$ cat src/facrc_params.svh
// Offsets, field positions, reset values and counts for the alarm and reset controller
`ifndef FACRC_PARAMS_SVH
`define FACRC_PARAMS_SVH
// ==========================================
// Register offsets (byte addresses)
`define FACRC_OFF_CTRL      8'h00
`define FACRC_OFF_CAUSE     8'h04
`define FACRC_OFF_TEST      8'h08
`define FACRC_OFF_WDT_LOAD  8'h0C
`define FACRC_OFF_CKPT      8'h10
`define FACRC_OFF_CKPT_EXP  8'h14
`define FACRC_OFF_ROM_REF   8'h18
`define FACRC_OFF_STATE     8'h1C
// ==========================================
// Control bit positions
`define FACRC_CTRL_TEST     0
`define FACRC_CTRL_HS_EN    1
`define FACRC_CTRL_TRAP_CLR 2
// ==========================================
// Alarm source indices
`define FACRC_SRC_N         10
`define FACRC_SRC_MEM       0
`define FACRC_SRC_FLASH     1
`define FACRC_SRC_ROM       2
`define FACRC_SRC_CORE      3
`define FACRC_SRC_TAMPER    4
`define FACRC_SRC_MMU       5
`define FACRC_SRC_OPCODE    6
`define FACRC_SRC_BACK      7
`define FACRC_SRC_HS        8
`define FACRC_SRC_WDT       9
// Sources that start a security reset
`define FACRC_CRIT_MASK     10'h0FF
// ==========================================
// Reset values and counts
`define FACRC_WDT_LOAD_RST  32'h0000_0000
`define FACRC_HS_TIMEOUT    8'h10
`define FACRC_WIPE_WORDS    8'h40
`define FACRC_LFSR_SEED     32'hACE1_2B5D
`endif

$ cat src/facrc_pkg.sv
// Types shared by the alarm and reset controller
package facrc_pkg;
  // Security reset sequence, Gray coded
  typedef enum logic [1:0] {
    SR_IDLE = 2'b00,
    SR_HOLD = 2'b01,
    SR_WIPE = 2'b11,
    SR_DONE = 2'b10
  } facrc_sr_type;
  // Core result pair carried together
  typedef struct packed {
    logic        valid;
    logic [31:0] res_a;
    logic [31:0] res_b;
  } facrc_core_type;
  // Symmetric coprocessor forward and backward result
  typedef struct packed {
    logic        valid;
    logic [31:0] plain;
    logic [31:0] back;
  } facrc_back_type;
endpackage

$ cat src/facrc_top.sv
// Fault alarm and security reset controller with Avalon-MM register slave
//
// How it works
// - Memory, encryption-unit and MMU path check failures raise an alarm.
// - Flash single-bit errors are corrected and the corrected byte returned.
// - A check value over ROM words is compared with a reference.
// - Power loss during flash programming aborts commit and requests power-on restart.
// - Results of both CPU parts are compared when both are valid.
// - A mismatch is recorded and starts the security reset sequence.
// - Software starts an alarm self-test; a pass bit per source is reported.
// - Tamper detection halts processing at once and enters security reset.
// - Coprocessor logic is held in reset and released at sequence end.
// - Keys are cleared and memory is overwritten with random words.
// - Watchdog with checkpoint register checks timing and program flow.
// - Coprocessor backward result must equal its input, else alarm.
// - A bus handshake not acknowledged in time raises an alarm if enabled.
// - MMU violation triggers reset then flags a trap for service.
// - An illegal opcode fetch starts a security reset.
// - Uncorrectable errors alarm; critical ones also force the secure state.
// - After RESET_N, MMU defaults load before user software runs; after a security reset USER_RUN rises on an MMU_INIT_DONE still held from before.
//
// Design decisions made here: the Avalon-MM register port and the register offsets.
`timescale 1ns/1ps
`include "facrc_params.svh"
module facrc_top (
  input  wire logic                  CLK,
  input  wire logic                  RESET_N,
  input  wire logic [7:0]            AVS_ADDRESS,
  input  wire logic                  AVS_READ,
  input  wire logic                  AVS_WRITE,
  input  wire logic [31:0]           AVS_WRITEDATA,
  output logic [31:0]                AVS_READDATA,
  output logic                       AVS_WAITREQUEST,
  input  wire logic                  MEM_CHECK_FAIL,
  input  wire logic [12:0]           FLASH_CODEWORD,
  input  wire logic                  FLASH_RVALID,
  output logic [7:0]                 FLASH_RDATA,
  output logic                       FLASH_RDONE,
  input  wire logic                  FLASH_PROG_BUSY,
  output logic                       FLASH_COMMIT,
  output logic                       POR_REQ,
  input  wire logic                  POWER_FAIL,
  input  wire logic                  ROM_VALID,
  input  wire logic [31:0]           ROM_DATA,
  input  wire logic                  ROM_LAST,
  input  wire facrc_pkg::facrc_core_type CORE_RES,
  input  wire facrc_pkg::facrc_back_type SCP_RES,
  input  wire logic                  TAMPER,
  input  wire logic                  MMU_VIOLATION,
  input  wire logic                  ILLEGAL_OPCODE,
  input  wire logic                  BUS_REQ,
  input  wire logic                  BUS_ACK,
  input  wire logic                  MMU_INIT_DONE,
  output logic                       MMU_INIT,
  output logic                       USER_RUN,
  output logic                       CPU_HALT,
  output logic                       SEC_RESET_REQ,
  output logic                       COPRO_RESET,
  output logic                       KEY_CLEAR,
  output logic                       WIPE_WE,
  output logic [7:0]                 WIPE_ADDR,
  output logic [31:0]                WIPE_DATA,
  output logic                       TRAP_REQ,
  output logic                       ALARM
);
  import facrc_pkg::*;

  // ==========================================
  // Pin synchronisers: tamper, power fail
  logic [1:0] s1_ff, s2_ff, s3_ff, pin_hold_ff;
  logic [1:0] pin_in, pin_ok;
  assign pin_in = {POWER_FAIL, TAMPER};
  genvar g;
  generate
    for (g = 0; g < 2; g++) begin : g_sync
      always_ff @(posedge CLK or negedge RESET_N) begin
        if (!RESET_N) begin
          s1_ff[g] <= 1'b0;
          s2_ff[g] <= 1'b0;
          s3_ff[g] <= 1'b0;
          pin_hold_ff[g] <= 1'b0;
        end else begin
          s1_ff[g] <= pin_in[g];
          s2_ff[g] <= s1_ff[g];
          s3_ff[g] <= s2_ff[g];
          pin_hold_ff[g] <= pin_ok[g];
        end
      end
      assign pin_ok[g] = (s2_ff[g] == s3_ff[g]) ? s3_ff[g] : pin_hold_ff[g];
    end
  endgenerate

  // ==========================================
  // Register bus
  logic        req, wr_acc;
  logic [31:0] ctrl_ff, wdt_load_ff, ckpt_exp_ff, rom_ref_ff;
  logic [`FACRC_SRC_N-1:0] cause_ff, test_res_ff;
  facrc_sr_type sr_ff;
  assign req    = AVS_READ | AVS_WRITE;
  assign wr_acc = AVS_WRITE & ~AVS_WAITREQUEST;
  always_ff @(posedge CLK or negedge RESET_N) begin
    if (!RESET_N) begin
      AVS_WAITREQUEST <= 1'b1;
      AVS_READDATA    <= 32'h0000_0000;
    end else begin
      AVS_WAITREQUEST <= ~(req & AVS_WAITREQUEST);
      if (AVS_READ & AVS_WAITREQUEST) begin
        case (AVS_ADDRESS)
          `FACRC_OFF_CTRL:     AVS_READDATA <= ctrl_ff;
          `FACRC_OFF_CAUSE:    AVS_READDATA <= {22'h0, cause_ff};
          `FACRC_OFF_TEST:     AVS_READDATA <= {22'h0, test_res_ff};
          `FACRC_OFF_WDT_LOAD: AVS_READDATA <= wdt_load_ff;
          `FACRC_OFF_CKPT_EXP: AVS_READDATA <= ckpt_exp_ff;
          `FACRC_OFF_ROM_REF:  AVS_READDATA <= rom_ref_ff;
          `FACRC_OFF_STATE:    AVS_READDATA <= {28'h0, TRAP_REQ, USER_RUN, sr_ff};
          default:             AVS_READDATA <= 32'h0000_0000;
        endcase
      end
    end
  end

  // Control and configuration words
  logic test_go;
  assign test_go = wr_acc & (AVS_ADDRESS == `FACRC_OFF_CTRL)
                   & AVS_WRITEDATA[`FACRC_CTRL_TEST];
  always_ff @(posedge CLK or negedge RESET_N) begin
    if (!RESET_N) begin
      ctrl_ff     <= 32'h0000_0000;
      wdt_load_ff <= `FACRC_WDT_LOAD_RST;
      ckpt_exp_ff <= 32'h0000_0000;
      rom_ref_ff  <= 32'h0000_0000;
    end else if (wr_acc) begin
      case (AVS_ADDRESS)
        `FACRC_OFF_CTRL:     ctrl_ff <= {30'h0, AVS_WRITEDATA[`FACRC_CTRL_HS_EN], 1'b0};
        `FACRC_OFF_WDT_LOAD: wdt_load_ff <= AVS_WRITEDATA;
        `FACRC_OFF_CKPT_EXP: ckpt_exp_ff <= AVS_WRITEDATA;
        `FACRC_OFF_ROM_REF:  rom_ref_ff <= AVS_WRITEDATA;
        default:             ctrl_ff <= ctrl_ff;
      endcase
    end
  end

  // ==========================================
  // Flash single-bit correction
  logic [3:0]  syn;
  logic        par;
  logic [12:0] fix;
  always_comb begin
    syn = 4'h0;
    for (int i = 1; i < 13; i++) begin
      if (FLASH_CODEWORD[i]) syn = syn ^ i[3:0];
    end
    par = ^FLASH_CODEWORD;
    fix = FLASH_CODEWORD;
    if (par && syn != 4'h0 && syn < 4'hD) fix[syn] = ~fix[syn];
  end
  logic flash_dbl;
  assign flash_dbl = FLASH_RVALID & ~par & (syn != 4'h0);
  always_ff @(posedge CLK or negedge RESET_N) begin
    if (!RESET_N) begin
      FLASH_RDATA <= 8'h00;
      FLASH_RDONE <= 1'b0;
    end else begin
      FLASH_RDONE <= FLASH_RVALID;
      if (FLASH_RVALID) FLASH_RDATA <= {fix[12:9], fix[7:5], fix[3]};
    end
  end

  // ==========================================
  // Flash tear protection
  logic busy_d_ff, tear_ff;
  always_ff @(posedge CLK or negedge RESET_N) begin
    if (!RESET_N) begin
      busy_d_ff    <= 1'b0;
      tear_ff      <= 1'b0;
      FLASH_COMMIT <= 1'b0;
      POR_REQ      <= 1'b0;
    end else begin
      busy_d_ff    <= FLASH_PROG_BUSY;
      if (FLASH_PROG_BUSY & pin_ok[1]) tear_ff <= 1'b1;
      else if (FLASH_PROG_BUSY & ~busy_d_ff) tear_ff <= 1'b0;
      FLASH_COMMIT <= busy_d_ff & ~FLASH_PROG_BUSY & ~tear_ff & ~pin_ok[1];
      if (FLASH_PROG_BUSY & pin_ok[1]) POR_REQ <= 1'b1;
    end
  end

  // ==========================================
  // ROM check accumulator
  logic [31:0] rom_acc_ff;
  logic        rom_bad;
  assign rom_bad = ROM_VALID & ROM_LAST & ((rom_acc_ff ^ ROM_DATA) != rom_ref_ff);
  always_ff @(posedge CLK or negedge RESET_N) begin
    if (!RESET_N) rom_acc_ff <= 32'h0000_0000;
    else if (ROM_VALID) rom_acc_ff <= ROM_LAST ? 32'h0000_0000 : rom_acc_ff ^ ROM_DATA;
  end

  // ==========================================
  // Watchdog and checkpoint
  logic [31:0] wdt_ff;
  logic        ckpt_wr, wdt_evt;
  assign ckpt_wr = wr_acc & (AVS_ADDRESS == `FACRC_OFF_CKPT);
  assign wdt_evt = (ckpt_wr & (AVS_WRITEDATA != ckpt_exp_ff))
                   | ((wdt_load_ff != 32'h0) & (wdt_ff == 32'h1));
  always_ff @(posedge CLK or negedge RESET_N) begin
    if (!RESET_N) wdt_ff <= 32'h0000_0000;
    else if (ckpt_wr | (wdt_ff == 32'h0) | wdt_evt) wdt_ff <= wdt_load_ff;
    else wdt_ff <= wdt_ff - 32'h1;
  end

  // ==========================================
  // Bus handshake monitor
  logic [7:0] hs_ff;
  logic       hs_evt;
  assign hs_evt = ctrl_ff[`FACRC_CTRL_HS_EN] & (hs_ff == `FACRC_HS_TIMEOUT);
  always_ff @(posedge CLK or negedge RESET_N) begin
    if (!RESET_N) hs_ff <= 8'h00;
    else if (~BUS_REQ | BUS_ACK | hs_evt) hs_ff <= 8'h00;
    else if (hs_ff != `FACRC_HS_TIMEOUT) hs_ff <= hs_ff + 8'h01;
  end

  // ==========================================
  // Alarm sources, self-test injection
  logic [`FACRC_SRC_N-1:0] evt, inj_ff, inj_d_ff, det_ff;
  logic                    testing_ff;
  assign evt[`FACRC_SRC_MEM]    = MEM_CHECK_FAIL;
  assign evt[`FACRC_SRC_FLASH]  = flash_dbl;
  assign evt[`FACRC_SRC_ROM]    = rom_bad;
  assign evt[`FACRC_SRC_CORE]   = CORE_RES.valid & (CORE_RES.res_a != CORE_RES.res_b);
  assign evt[`FACRC_SRC_TAMPER] = pin_ok[0];
  assign evt[`FACRC_SRC_MMU]    = MMU_VIOLATION;
  assign evt[`FACRC_SRC_OPCODE] = ILLEGAL_OPCODE;
  assign evt[`FACRC_SRC_BACK]   = SCP_RES.valid & (SCP_RES.back != SCP_RES.plain);
  assign evt[`FACRC_SRC_HS]     = hs_evt;
  assign evt[`FACRC_SRC_WDT]    = wdt_evt;
  generate
    for (g = 0; g < `FACRC_SRC_N; g++) begin : g_src
      always_ff @(posedge CLK or negedge RESET_N) begin
        if (!RESET_N) begin
          det_ff[g]      <= 1'b0;
          test_res_ff[g] <= 1'b0;
        end else begin
          det_ff[g] <= evt[g] | inj_ff[g];
          if (inj_d_ff[g] & det_ff[g]) test_res_ff[g] <= 1'b1;
          else if (test_go) test_res_ff[g] <= 1'b0;
        end
      end
    end
  endgenerate
  always_ff @(posedge CLK or negedge RESET_N) begin
    if (!RESET_N) begin
      inj_ff     <= '0;
      inj_d_ff   <= '0;
      testing_ff <= 1'b0;
    end else begin
      inj_d_ff <= inj_ff;
      if (test_go & ~testing_ff) begin
        inj_ff     <= {{(`FACRC_SRC_N-1){1'b0}}, 1'b1};
        testing_ff <= 1'b1;
      end else if (testing_ff) begin
        inj_ff     <= {inj_ff[`FACRC_SRC_N-2:0], 1'b0};
        testing_ff <= (inj_ff != '0) | (inj_d_ff != '0);
      end
    end
  end

  // ==========================================
  // Cause recording and alarm combine
  logic [`FACRC_SRC_N-1:0] live;
  logic                    crit;
  assign live = det_ff & ~inj_d_ff;
  assign crit = |(live & `FACRC_CRIT_MASK);
  always_ff @(posedge CLK or negedge RESET_N) begin
    if (!RESET_N) begin
      cause_ff <= '0;
      ALARM    <= 1'b0;
    end else begin
      if (live != '0) cause_ff <= live;
      ALARM <= |live;
    end
  end

  // ==========================================
  // Security reset sequence
  logic [31:0] lfsr_ff;
  always_ff @(posedge CLK or negedge RESET_N) begin
    if (!RESET_N) begin
      sr_ff         <= SR_IDLE;
      SEC_RESET_REQ <= 1'b0;
      CPU_HALT      <= 1'b0;
      COPRO_RESET   <= 1'b0;
      KEY_CLEAR     <= 1'b0;
      WIPE_WE       <= 1'b0;
      WIPE_ADDR     <= 8'h00;
    end else begin
      KEY_CLEAR <= 1'b0;
      case (sr_ff)
        SR_IDLE: begin
          if (crit) begin
            sr_ff         <= SR_HOLD;
            SEC_RESET_REQ <= 1'b1;
            CPU_HALT      <= 1'b1;
            COPRO_RESET   <= 1'b1;
          end
        end
        SR_HOLD: begin
          KEY_CLEAR <= 1'b1;
          WIPE_ADDR <= 8'h00;
          sr_ff     <= SR_WIPE;
        end
        SR_WIPE: begin
          WIPE_WE <= 1'b1;
          if (WIPE_WE) WIPE_ADDR <= WIPE_ADDR + 8'h01;
          if (WIPE_WE & (WIPE_ADDR == `FACRC_WIPE_WORDS - 8'h01)) begin
            WIPE_WE <= 1'b0;
            sr_ff   <= SR_DONE;
          end
        end
        SR_DONE: begin
          COPRO_RESET   <= 1'b0;
          SEC_RESET_REQ <= 1'b0;
          CPU_HALT      <= 1'b0;
          sr_ff         <= SR_IDLE;
        end
        default: sr_ff <= SR_IDLE;
      endcase
    end
  end
  always_ff @(posedge CLK or negedge RESET_N) begin
    if (!RESET_N) begin
      lfsr_ff   <= `FACRC_LFSR_SEED;
      WIPE_DATA <= 32'h0000_0000;
    end else begin
      lfsr_ff   <= {lfsr_ff[30:0], lfsr_ff[31] ^ lfsr_ff[21] ^ lfsr_ff[1] ^ lfsr_ff[0]};
      WIPE_DATA <= (sr_ff == SR_WIPE) ? lfsr_ff : 32'h0000_0000;
    end
  end

  // ==========================================
  // Trap flag and startup MMU defaults
  logic trap_clr, boot_ff;
  assign trap_clr = wr_acc & (AVS_ADDRESS == `FACRC_OFF_CTRL)
                    & AVS_WRITEDATA[`FACRC_CTRL_TRAP_CLR];
  always_ff @(posedge CLK or negedge RESET_N) begin
    if (!RESET_N) begin
      TRAP_REQ <= 1'b0;
      MMU_INIT <= 1'b0;
      USER_RUN <= 1'b0;
      boot_ff  <= 1'b1;
    end else begin
      if (live[`FACRC_SRC_MMU] & (sr_ff == SR_DONE)) TRAP_REQ <= 1'b1;
      else if (cause_ff[`FACRC_SRC_MMU] & (sr_ff == SR_DONE)) TRAP_REQ <= 1'b1;
      else if (trap_clr) TRAP_REQ <= 1'b0;
      MMU_INIT <= boot_ff | (sr_ff == SR_DONE);
      boot_ff  <= 1'b0;
      if (boot_ff | (sr_ff != SR_IDLE)) USER_RUN <= 1'b0;
      else if (MMU_INIT_DONE) USER_RUN <= 1'b1;
    end
  end
endmodule

$ cat config.mk
export PLATFORM = sky130hd
export DESIGN_NAME = facrc_top
export DESIGN_NICKNAME = d
export VERILOG_FILES = /design/src/facrc_pkg.sv /design/src/facrc_top.sv
export VERILOG_INCLUDE_DIRS = /design/src /design/src/src
export SDC_FILE = /design/constraint.sdc
export NUM_CORES = 1
export LEC_CHECK = 0
export BUFFER_PORTS_ARGS = -buffer_cell sky130_fd_sc_hd__buf_2
export CAP_MARGIN = 20
export CORE_MARGIN = 4
export CORE_UTILIZATION = 56
export CTS_CLUSTER_DIAMETER = 40
export DETAILED_ROUTE_END_ITERATION = 10
export GPL_TIMING_DRIVEN = 0
export PLACE_DENSITY = 0.89
export SLEW_MARGIN = 5
export SYNTH_ARGS = -nofsm -noshare
export SYNTH_HDL_FRONTEND = slang
export SYNTH_SLANG_ARGS = --single-unit
$ cat constraint.sdc
create_clock -name CLK -period 2.8 [get_ports CLK]
set_input_delay 0.28 -clock CLK [delete_from_list [all_inputs] [get_ports CLK]]
set_output_delay 0.28 -clock CLK [all_outputs]
set_load 0.05 [all_outputs]
== Yosys cells after proc, flatten, opt, wreduce, memory -nomap -nowiden ==
Index checks and enable logic that the tools add are counted.
Cells by class
  mux-type cells: 57
  reductions and logical operators: 39
  add/sub/neg operators: 3
  equal/unequal tests: 23
  bitwise logic cells: 81
  $lt $le $gt $ge: 3
Operators with widths (number)
  one-hot mux 32 bit (7 select lines): 1
  inequality test 32 bit: 4
  2-to-1 mux 32 bit: 3
  equality test 8 x 5 -> 1 bit (second input constant): 5
  bitwise AND 1 bit: 35
  nonzero test 2 bit: 17
  equality test 32 x 1 -> 1 bit (second input constant): 1
  logical NOT 32 bit: 1
  nonzero test 32 bit: 1
  subtractor 32 x 1 -> 32 bit (second input constant): 1
  XOR 32 bit: 1
  nonzero test 10 bit: 3
  2-to-1 mux 1 bit: 28
  2-to-1 mux 8 bit: 3
  2-to-1 mux 10 bit: 2
  2-to-1 mux 4 bit: 5
  bitwise OR 1 bit: 19
  adder 8 x 1 -> 8 bit (second input constant): 2
  equality test 8 x 4 -> 1 bit (second input constant): 2
  one-hot mux 8 bit (2 select lines): 1
  AND reduction 2 bit: 7
  bitwise mux 13 bit: 1
  2-to-1 mux 13 bit: 1
  XOR reduction 13 bit: 1
  other kinds (30): 61
Word-level totals
  logic and storage cells: 265
  bits of input ports: 231
  register bits after elaboration: 356
  output and inout bits: 93

== Depth between registers and ports, before layout ==
  word-level depth: 26
  gate-level depth with buffers: 8
  mapped depth without buffers: 8

== Least setup slack after synthesis ==
Ideal clock, no wire load.
  path kind: reg2reg
  start point: register wdt_ff[10]
  end point: register wdt_ff[0]
  data arrival time: 2.078 ns
  cell stages (with the launch flop): 9
  setup slack: 0.597 ns
  library setup time: 0.125 ns
  cell sequence: dfrtp_1 -> or4_1 -> buf_2 -> nor2_4 -> nand4_1 -> a211oi_2 -> nor2_1 -> buf_6 -> mux2_4
On the way
  longest elaborated chain between the ends: 5
Ends and longest elaborated chain
  start: declaration: line facrc_top.sv:199  | logic [31:0] wdt_ff;
  start signal: assignment: line facrc_top.sv:206  | else if (ckpt_wr | (wdt_ff == 32'h0) | wdt_evt) wdt_ff <= wdt_load_ff;
  start signal: assignment: line facrc_top.sv:207  | else wdt_ff <= wdt_ff - 32'h1;
  equality test 32 x 1 -> 1 bit: line facrc_top.sv:203  | | ((wdt_load_ff != 32'h0) & (wdt_ff == 32'h1));
  bitwise AND 1 bit: line facrc_top.sv:203
  bitwise OR 1 bit: line facrc_top.sv:203
  bitwise OR 1 bit (*): line facrc_top.sv:206
  2-to-1 mux 32 bit (*): line facrc_top.sv:206
Mark *: on every way between the ends. The rest lies on a longest branch, timed or not.
A chain may end at the register's enable or synchronous reset.

== Worst setup path after layout ==
  start point: register wdt_load_ff[27]
  end point: register wdt_ff[3]
On the way
  longest elaborated chain between the ends: 5
Ends and longest elaborated chain
  start: declaration: line facrc_top.sv:96  | logic [31:0] ctrl_ff, wdt_load_ff, ckpt_exp_ff, rom_ref_ff;
  start signal: assignment: line facrc_top.sv:129  | wdt_load_ff <= `FACRC_WDT_LOAD_RST;
  nonzero test 32 bit: line facrc_top.sv:203
  bitwise AND 1 bit: line facrc_top.sv:203
  bitwise OR 1 bit: line facrc_top.sv:203
  bitwise OR 1 bit: line facrc_top.sv:206
  2-to-1 mux 32 bit: line facrc_top.sv:206
No other way between the ends.

==> summary.md <==
| Metric | Value |
|---|---|
| Global-route wire length before repair | 77.4 mm |
| Post-detailed-route wirelength per cell | approximately 22 um |
| Number of buffers inserted to repair setup after CTS | 0 |
| Number of warnings reported in the yosys synthesis log | 0 |
| Top flip-flop cell by instance count after synthesis | sky130_fd_sc_hd__dfrtp_1 |
| Final Cycle Share | 0.993 |
| Hold path startpoint | AVS_WRITEDATA[13] |
| Worst flop-to-flop path endpoint | wdt_ff[3]$_DFF_PN0_ |
| Number of cells traversed by the worst register-to-register path | 7 |
| Count of standard-cell rows | 63 |
| Post-synthesis instance area | 17000 um^2 |
| Worst path required time | ~3.2 ns |
| Initial core utilization | 0.570 |
| Largest net degree at the start of global routing | 121 |
| Footprint of the flip-flops and latches | 8930 um^2 |
| Filler-free cell count of the finished design | 2267 |
| Count of state elements after synthesis | between 300 and 400 |
| Worst Path Arrival | about 3.2 ns |
| Slack of the worst reg-to-reg path | around 0.019 ns |
| Final Max Tran Viols | 0 |
| Minimum clock period after layout | approximately 2.8 ns |
| Number of fill cells | 2039 |
| Chip Height | 182 um |
| Number of buffers added by the clock tree synthesis step | 42 |
| Clock-pin slew reported for the worst setup and hold paths after clock tree synthesis | roughly 0.060 ns |
| Residual overflow from global routing | 0 |
| Critical path type | flop to flop |
| DRT iter0 DRCs | roughly 1600 |
| Syn Area/Cell | approximately 12 um^2 |
| Die Footprint | 33200 um^2 |
| Bufs and invs on worst path | 1 |
| Via-per-instance ratio | approximately 6 |
| Power density of the placed cells | ~720 nW/um^2 |
| Instance count after placement with tap cells included | about 2200 |
| CP Capture Type | flop |
| Unrepaired setup endpoints after global routing | false |
| Clock latency on the worst-skew pair | between 0.5 and 0.6 ns |
| Outcome | completed |
| Post-synth EDFFs | 0 |
| Transition time of the tightest slew-check pin | around 0.95 ns |
| Area growth syn-to-layout | 22.9% |
| Post-synth cell types | 78 |
| # nets final | 2068 |
| Seq/Total Area, Yosys | 0.526 |
| Reg2reg start | wdt_load_ff[27]$_DFFE_PN0P_ |
| Detailed-route via count | 13700 |
| Total Power Consumption | 15.1 mW |
| Post-route antenna net violation count | 0 |
| Overall routing resource usage | 0.295 |
| Detailed-router iteration count before antenna repair | 9 |
| Leakage power total | between 10 and 15 nW |
| Async set-or-reset flop fraction in the synthesized netlist | 1.00 |
| Die W | around 180 um |
| Worst setup skew after layout | between 0.03 and 0.04 ns |
| Final weighted congestion of routability-driven global placement | about 0.89 |
| Final Worst Setup Slack | between 0.015 and 0.02 ns |
| Final Hold Violating Endpoints | 0 |
| Worst vdd ir | about 430 uV |
| Worst stage delay on the critical path | about 0.52 ns |
| Startpoint type of the worst setup path | flop |
| Cells along the critical path | nor4_1 > nand4_1 > o21ai_0 > a211oi_2 > nor2_1 > buf_6 > mux2_4 |
| Cell area after placement | approximately 19000 um^2 |
| Root buffer selected by CTS | sky130_fd_sc_hd__clkbuf_16 |
| Post-synthesis cell count | ~1500 |
| Cell at the slowest stage of the critical path | sky130_fd_sc_hd__nor4_1 |
| Kind of cell adding the most delay to the critical path | simple AND/OR/NAND/NOR gates |
| Detail Placement HPWL | around 36 mm |
| Mapped Nets | 1693 |
| Initial antenna violation count | 18 |
| Hold/Removal Path Class | input pin to flop |
| Final setup fails | 0 |
| Placeable core area | roughly 30000 um^2 |
| Total Wirelength | ~50 mm |
| Post-Layout Inst Area | roughly 21000 um^2 |
| Remaining DRCs | 0 |
| Number of global-route vias before repair | around 14000 |
| Maximum capacitance violations | 0 |
| Tightest slew margin relative to the limit | 0.359 |
| Max Fclk | 0.360 GHz |
| CP max FO | 10 |
| Depth of the worst hold-timing path | 2 |
| Count of H-tree levels built during CTS | 2 |
| Fraction of layout instances using a drive strength above 1 | 0.285 |
| TritonCTS clock tree | done |
| Worst min-delay path endpoint | ckpt_exp_ff[13]$_DFFE_PN0P_ |
| I/O pin count | about 320 |
| TritonCTS sink count | about 360 |
| Number of buffers added on ports | around 320 |
| Clk buf depth | 3 |
| Total area of multi-input combinational cells | between 7000 and 8000 um^2 |
| Minimum setup slack after placement | between 0.015 and 0.02 ns |
## worst register-to-register path, stage by stage, from the launching register on
cell,delay (ns)
sky130_fd_sc_hd__dfrtp_1,0.48
sky130_fd_sc_hd__nor4_1,0.52
sky130_fd_sc_hd__nand4_1,0.15
sky130_fd_sc_hd__o21ai_0,0.39
sky130_fd_sc_hd__a211oi_2,0.13
sky130_fd_sc_hd__nor2_1,0.41
sky130_fd_sc_hd__buf_6,0.26
sky130_fd_sc_hd__mux2_4,0.32
## metrics by stage
stage	setup TNS, ns	hold WS [ns]	utilization
2_1_floorplan	0	-0.0156	-
3_3_place_gp	-1745.07	0.335	0.640
3_5_place_dp	0	0.216	0.643
4_1_cts	0	0.00162	0.699
5_1_grt	0	0.0167	0.701
6_report	0	0.00928	0.701
## sequential cells by signal, summed over array words and instances (netlist names), 32 cells and up
name	cells
WIPE_DATA	32
rom_ref_ff	32
rom_acc_ff	32
AVS_READDATA	32
wdt_load_ff	32
lfsr_ff	32
ckpt_exp_ff	32
wdt_ff	32
## cell usage after synthesis, drive strengths merged (3+ instances only)
cell type / count / area, um^2
dfrtp: 337 / 8430
xor2: 130 / 1180
mux2: 128 / 1550
nand2: 101 / 382
xnor2: 91 / 925
inv: 54 / 203
nor4: 49 / 322
o21ai: 48 / 240
nand3: 46 / 230
nor2: 43 / 169
clkbuf: 41 / 154
and3: 37 / 231
o21a: 33 / 248
o22ai: 33 / 206
nand4: 30 / 188
a222oi: 28 / 280
buf: 23 / 135
nor3: 23 / 120
a21oi: 20 / 100
dfstp: 19 / 499
nand2b: 15 / 93.8
a22oi: 14 / 105
a22o: 13 / 114
a21o: 10 / 75.1
or3: 9 / 56.3
a211oi: 8 / 75.1
or2: 6 / 37.5
ha: 5 / 62.6
a221oi: 4 / 52.6
a31oi: 3 / 18.8
nand3b: 3 / 22.5
nor2b: 3 / 18.8
o221ai: 3 / 26.3
o311a: 3 / 30.0
o31ai: 3 / 22.5
o41ai: 3 / 26.3
or4: 3 / 22.5
## worst max-delay path by stage
stage                                start                           to  cells after the start
2_1_floorplan         wdt_ff[10]$_DFF_PN0_          wdt_ff[0]$_DFF_PN0_                      8
3_3_place_gp                       RESET_N      WIPE_DATA[26]$_DFF_PN0_                      1
3_5_place_dp                AVS_ADDRESS[5]  ckpt_exp_ff[24]$_DFFE_PN0P_                      6
4_1_cts               wdt_ff[20]$_DFF_PN0_         wdt_ff[27]$_DFF_PN0_                      7
5_1_grt         wdt_load_ff[0]$_DFFE_PN0P_          wdt_ff[6]$_DFF_PN0_                      7
6_report       wdt_load_ff[27]$_DFFE_PN0P_          wdt_ff[3]$_DFF_PN0_                      7
## final cells by class
type / count / share of cell area
Sequential cell: 356 / 0.428
Clock inverter: 27 / 0.0186
Antenna cell: 12 / 0.00144
Timing Repair Buffer: 331 / 0.0857
Multi-Input combinational cell: 982 / 0.364
Buffer: 64 / 0.0138
Inverter: 55 / 0.00989
Tap cell: 390 / 0.0234
Clock buffer: 50 / 0.0558
## kinds of logic (layout without fill, tap and decap cells)
logic type / count (synthesis) / after routing / share of synthesized area
AO/OA/AOI/OAI: 243 / 243 / 0.104
XOR/XNOR: 223 / 223 / 0.127
adder cells (fa/ha/maj): 7 / 7 / 0.00486
buffers and inverters: 119 / 527 / 0.0292
flip-flops: 356 / 356 / 0.526
multiplexers: 130 / 130 / 0.0924
other: 1 / 13 / 0.000221
AND/OR/NAND/NOR: 378 / 378 / 0.117
## power by group
part	leakage (nW)	switching (mW)	internal (mW)	total (mW)
logic	4.88	1.80	1.25	3.05
registers	4.64	0.460	5.59	6.05
clock network	0.760	2.33	3.70	6.03
total	10.3	4.59	10.5	15.1
## placed cells by master (no fill, tap or decap), types with 44 or more instances in the layout
| cell type | n |
|---|---|
| sky130_fd_sc_hd__dfrtp_1 | 337 |
| sky130_fd_sc_hd__inv_1 | 54 |
| sky130_fd_sc_hd__nand3_1 | 46 |
| sky130_fd_sc_hd__clkbuf_16 | 45 |
| sky130_fd_sc_hd__nor4_1 | 45 |
| sky130_fd_sc_hd__mux2_1 | 54 |
| sky130_fd_sc_hd__xnor2_1 | 80 |
| sky130_fd_sc_hd__nand2_1 | 100 |
| sky130_fd_sc_hd__xor2_1 | 127 |
| sky130_fd_sc_hd__mux2_2 | 45 |
| sky130_fd_sc_hd__buf_2 | 319 |
| sky130_fd_sc_hd__clkbuf_1 | 44 |
## routing by layer
| metal | share of wire | wire, um | track usage | vias up |
|---|---|---|---|---|
| met1 | 0.35 | 17600 | 0.356 | 6678 |
| met3 | 0.099 | 4920 | 0.0692 | 177 |
| met5 | 0.0014 | 69 | 0 | - |
| li1 | - | - | - | 6006 |
| met4 | 0.048 | 2390 | 0.132 | 12 |
| met2 | 0.50 | 24900 | 0.505 | 824 |
## timing repair
| item | 4_1_cts | 5_1_grt |
|---|---|---|
| resized for setup | 0 | 5 |
| setup endpoints to repair | 0 | 31 |
| hold endpoints to repair | 58 | 0 |
| hold buffers | 11 | 0 |
No activity file was read; power rests on OpenSTA's default activity.
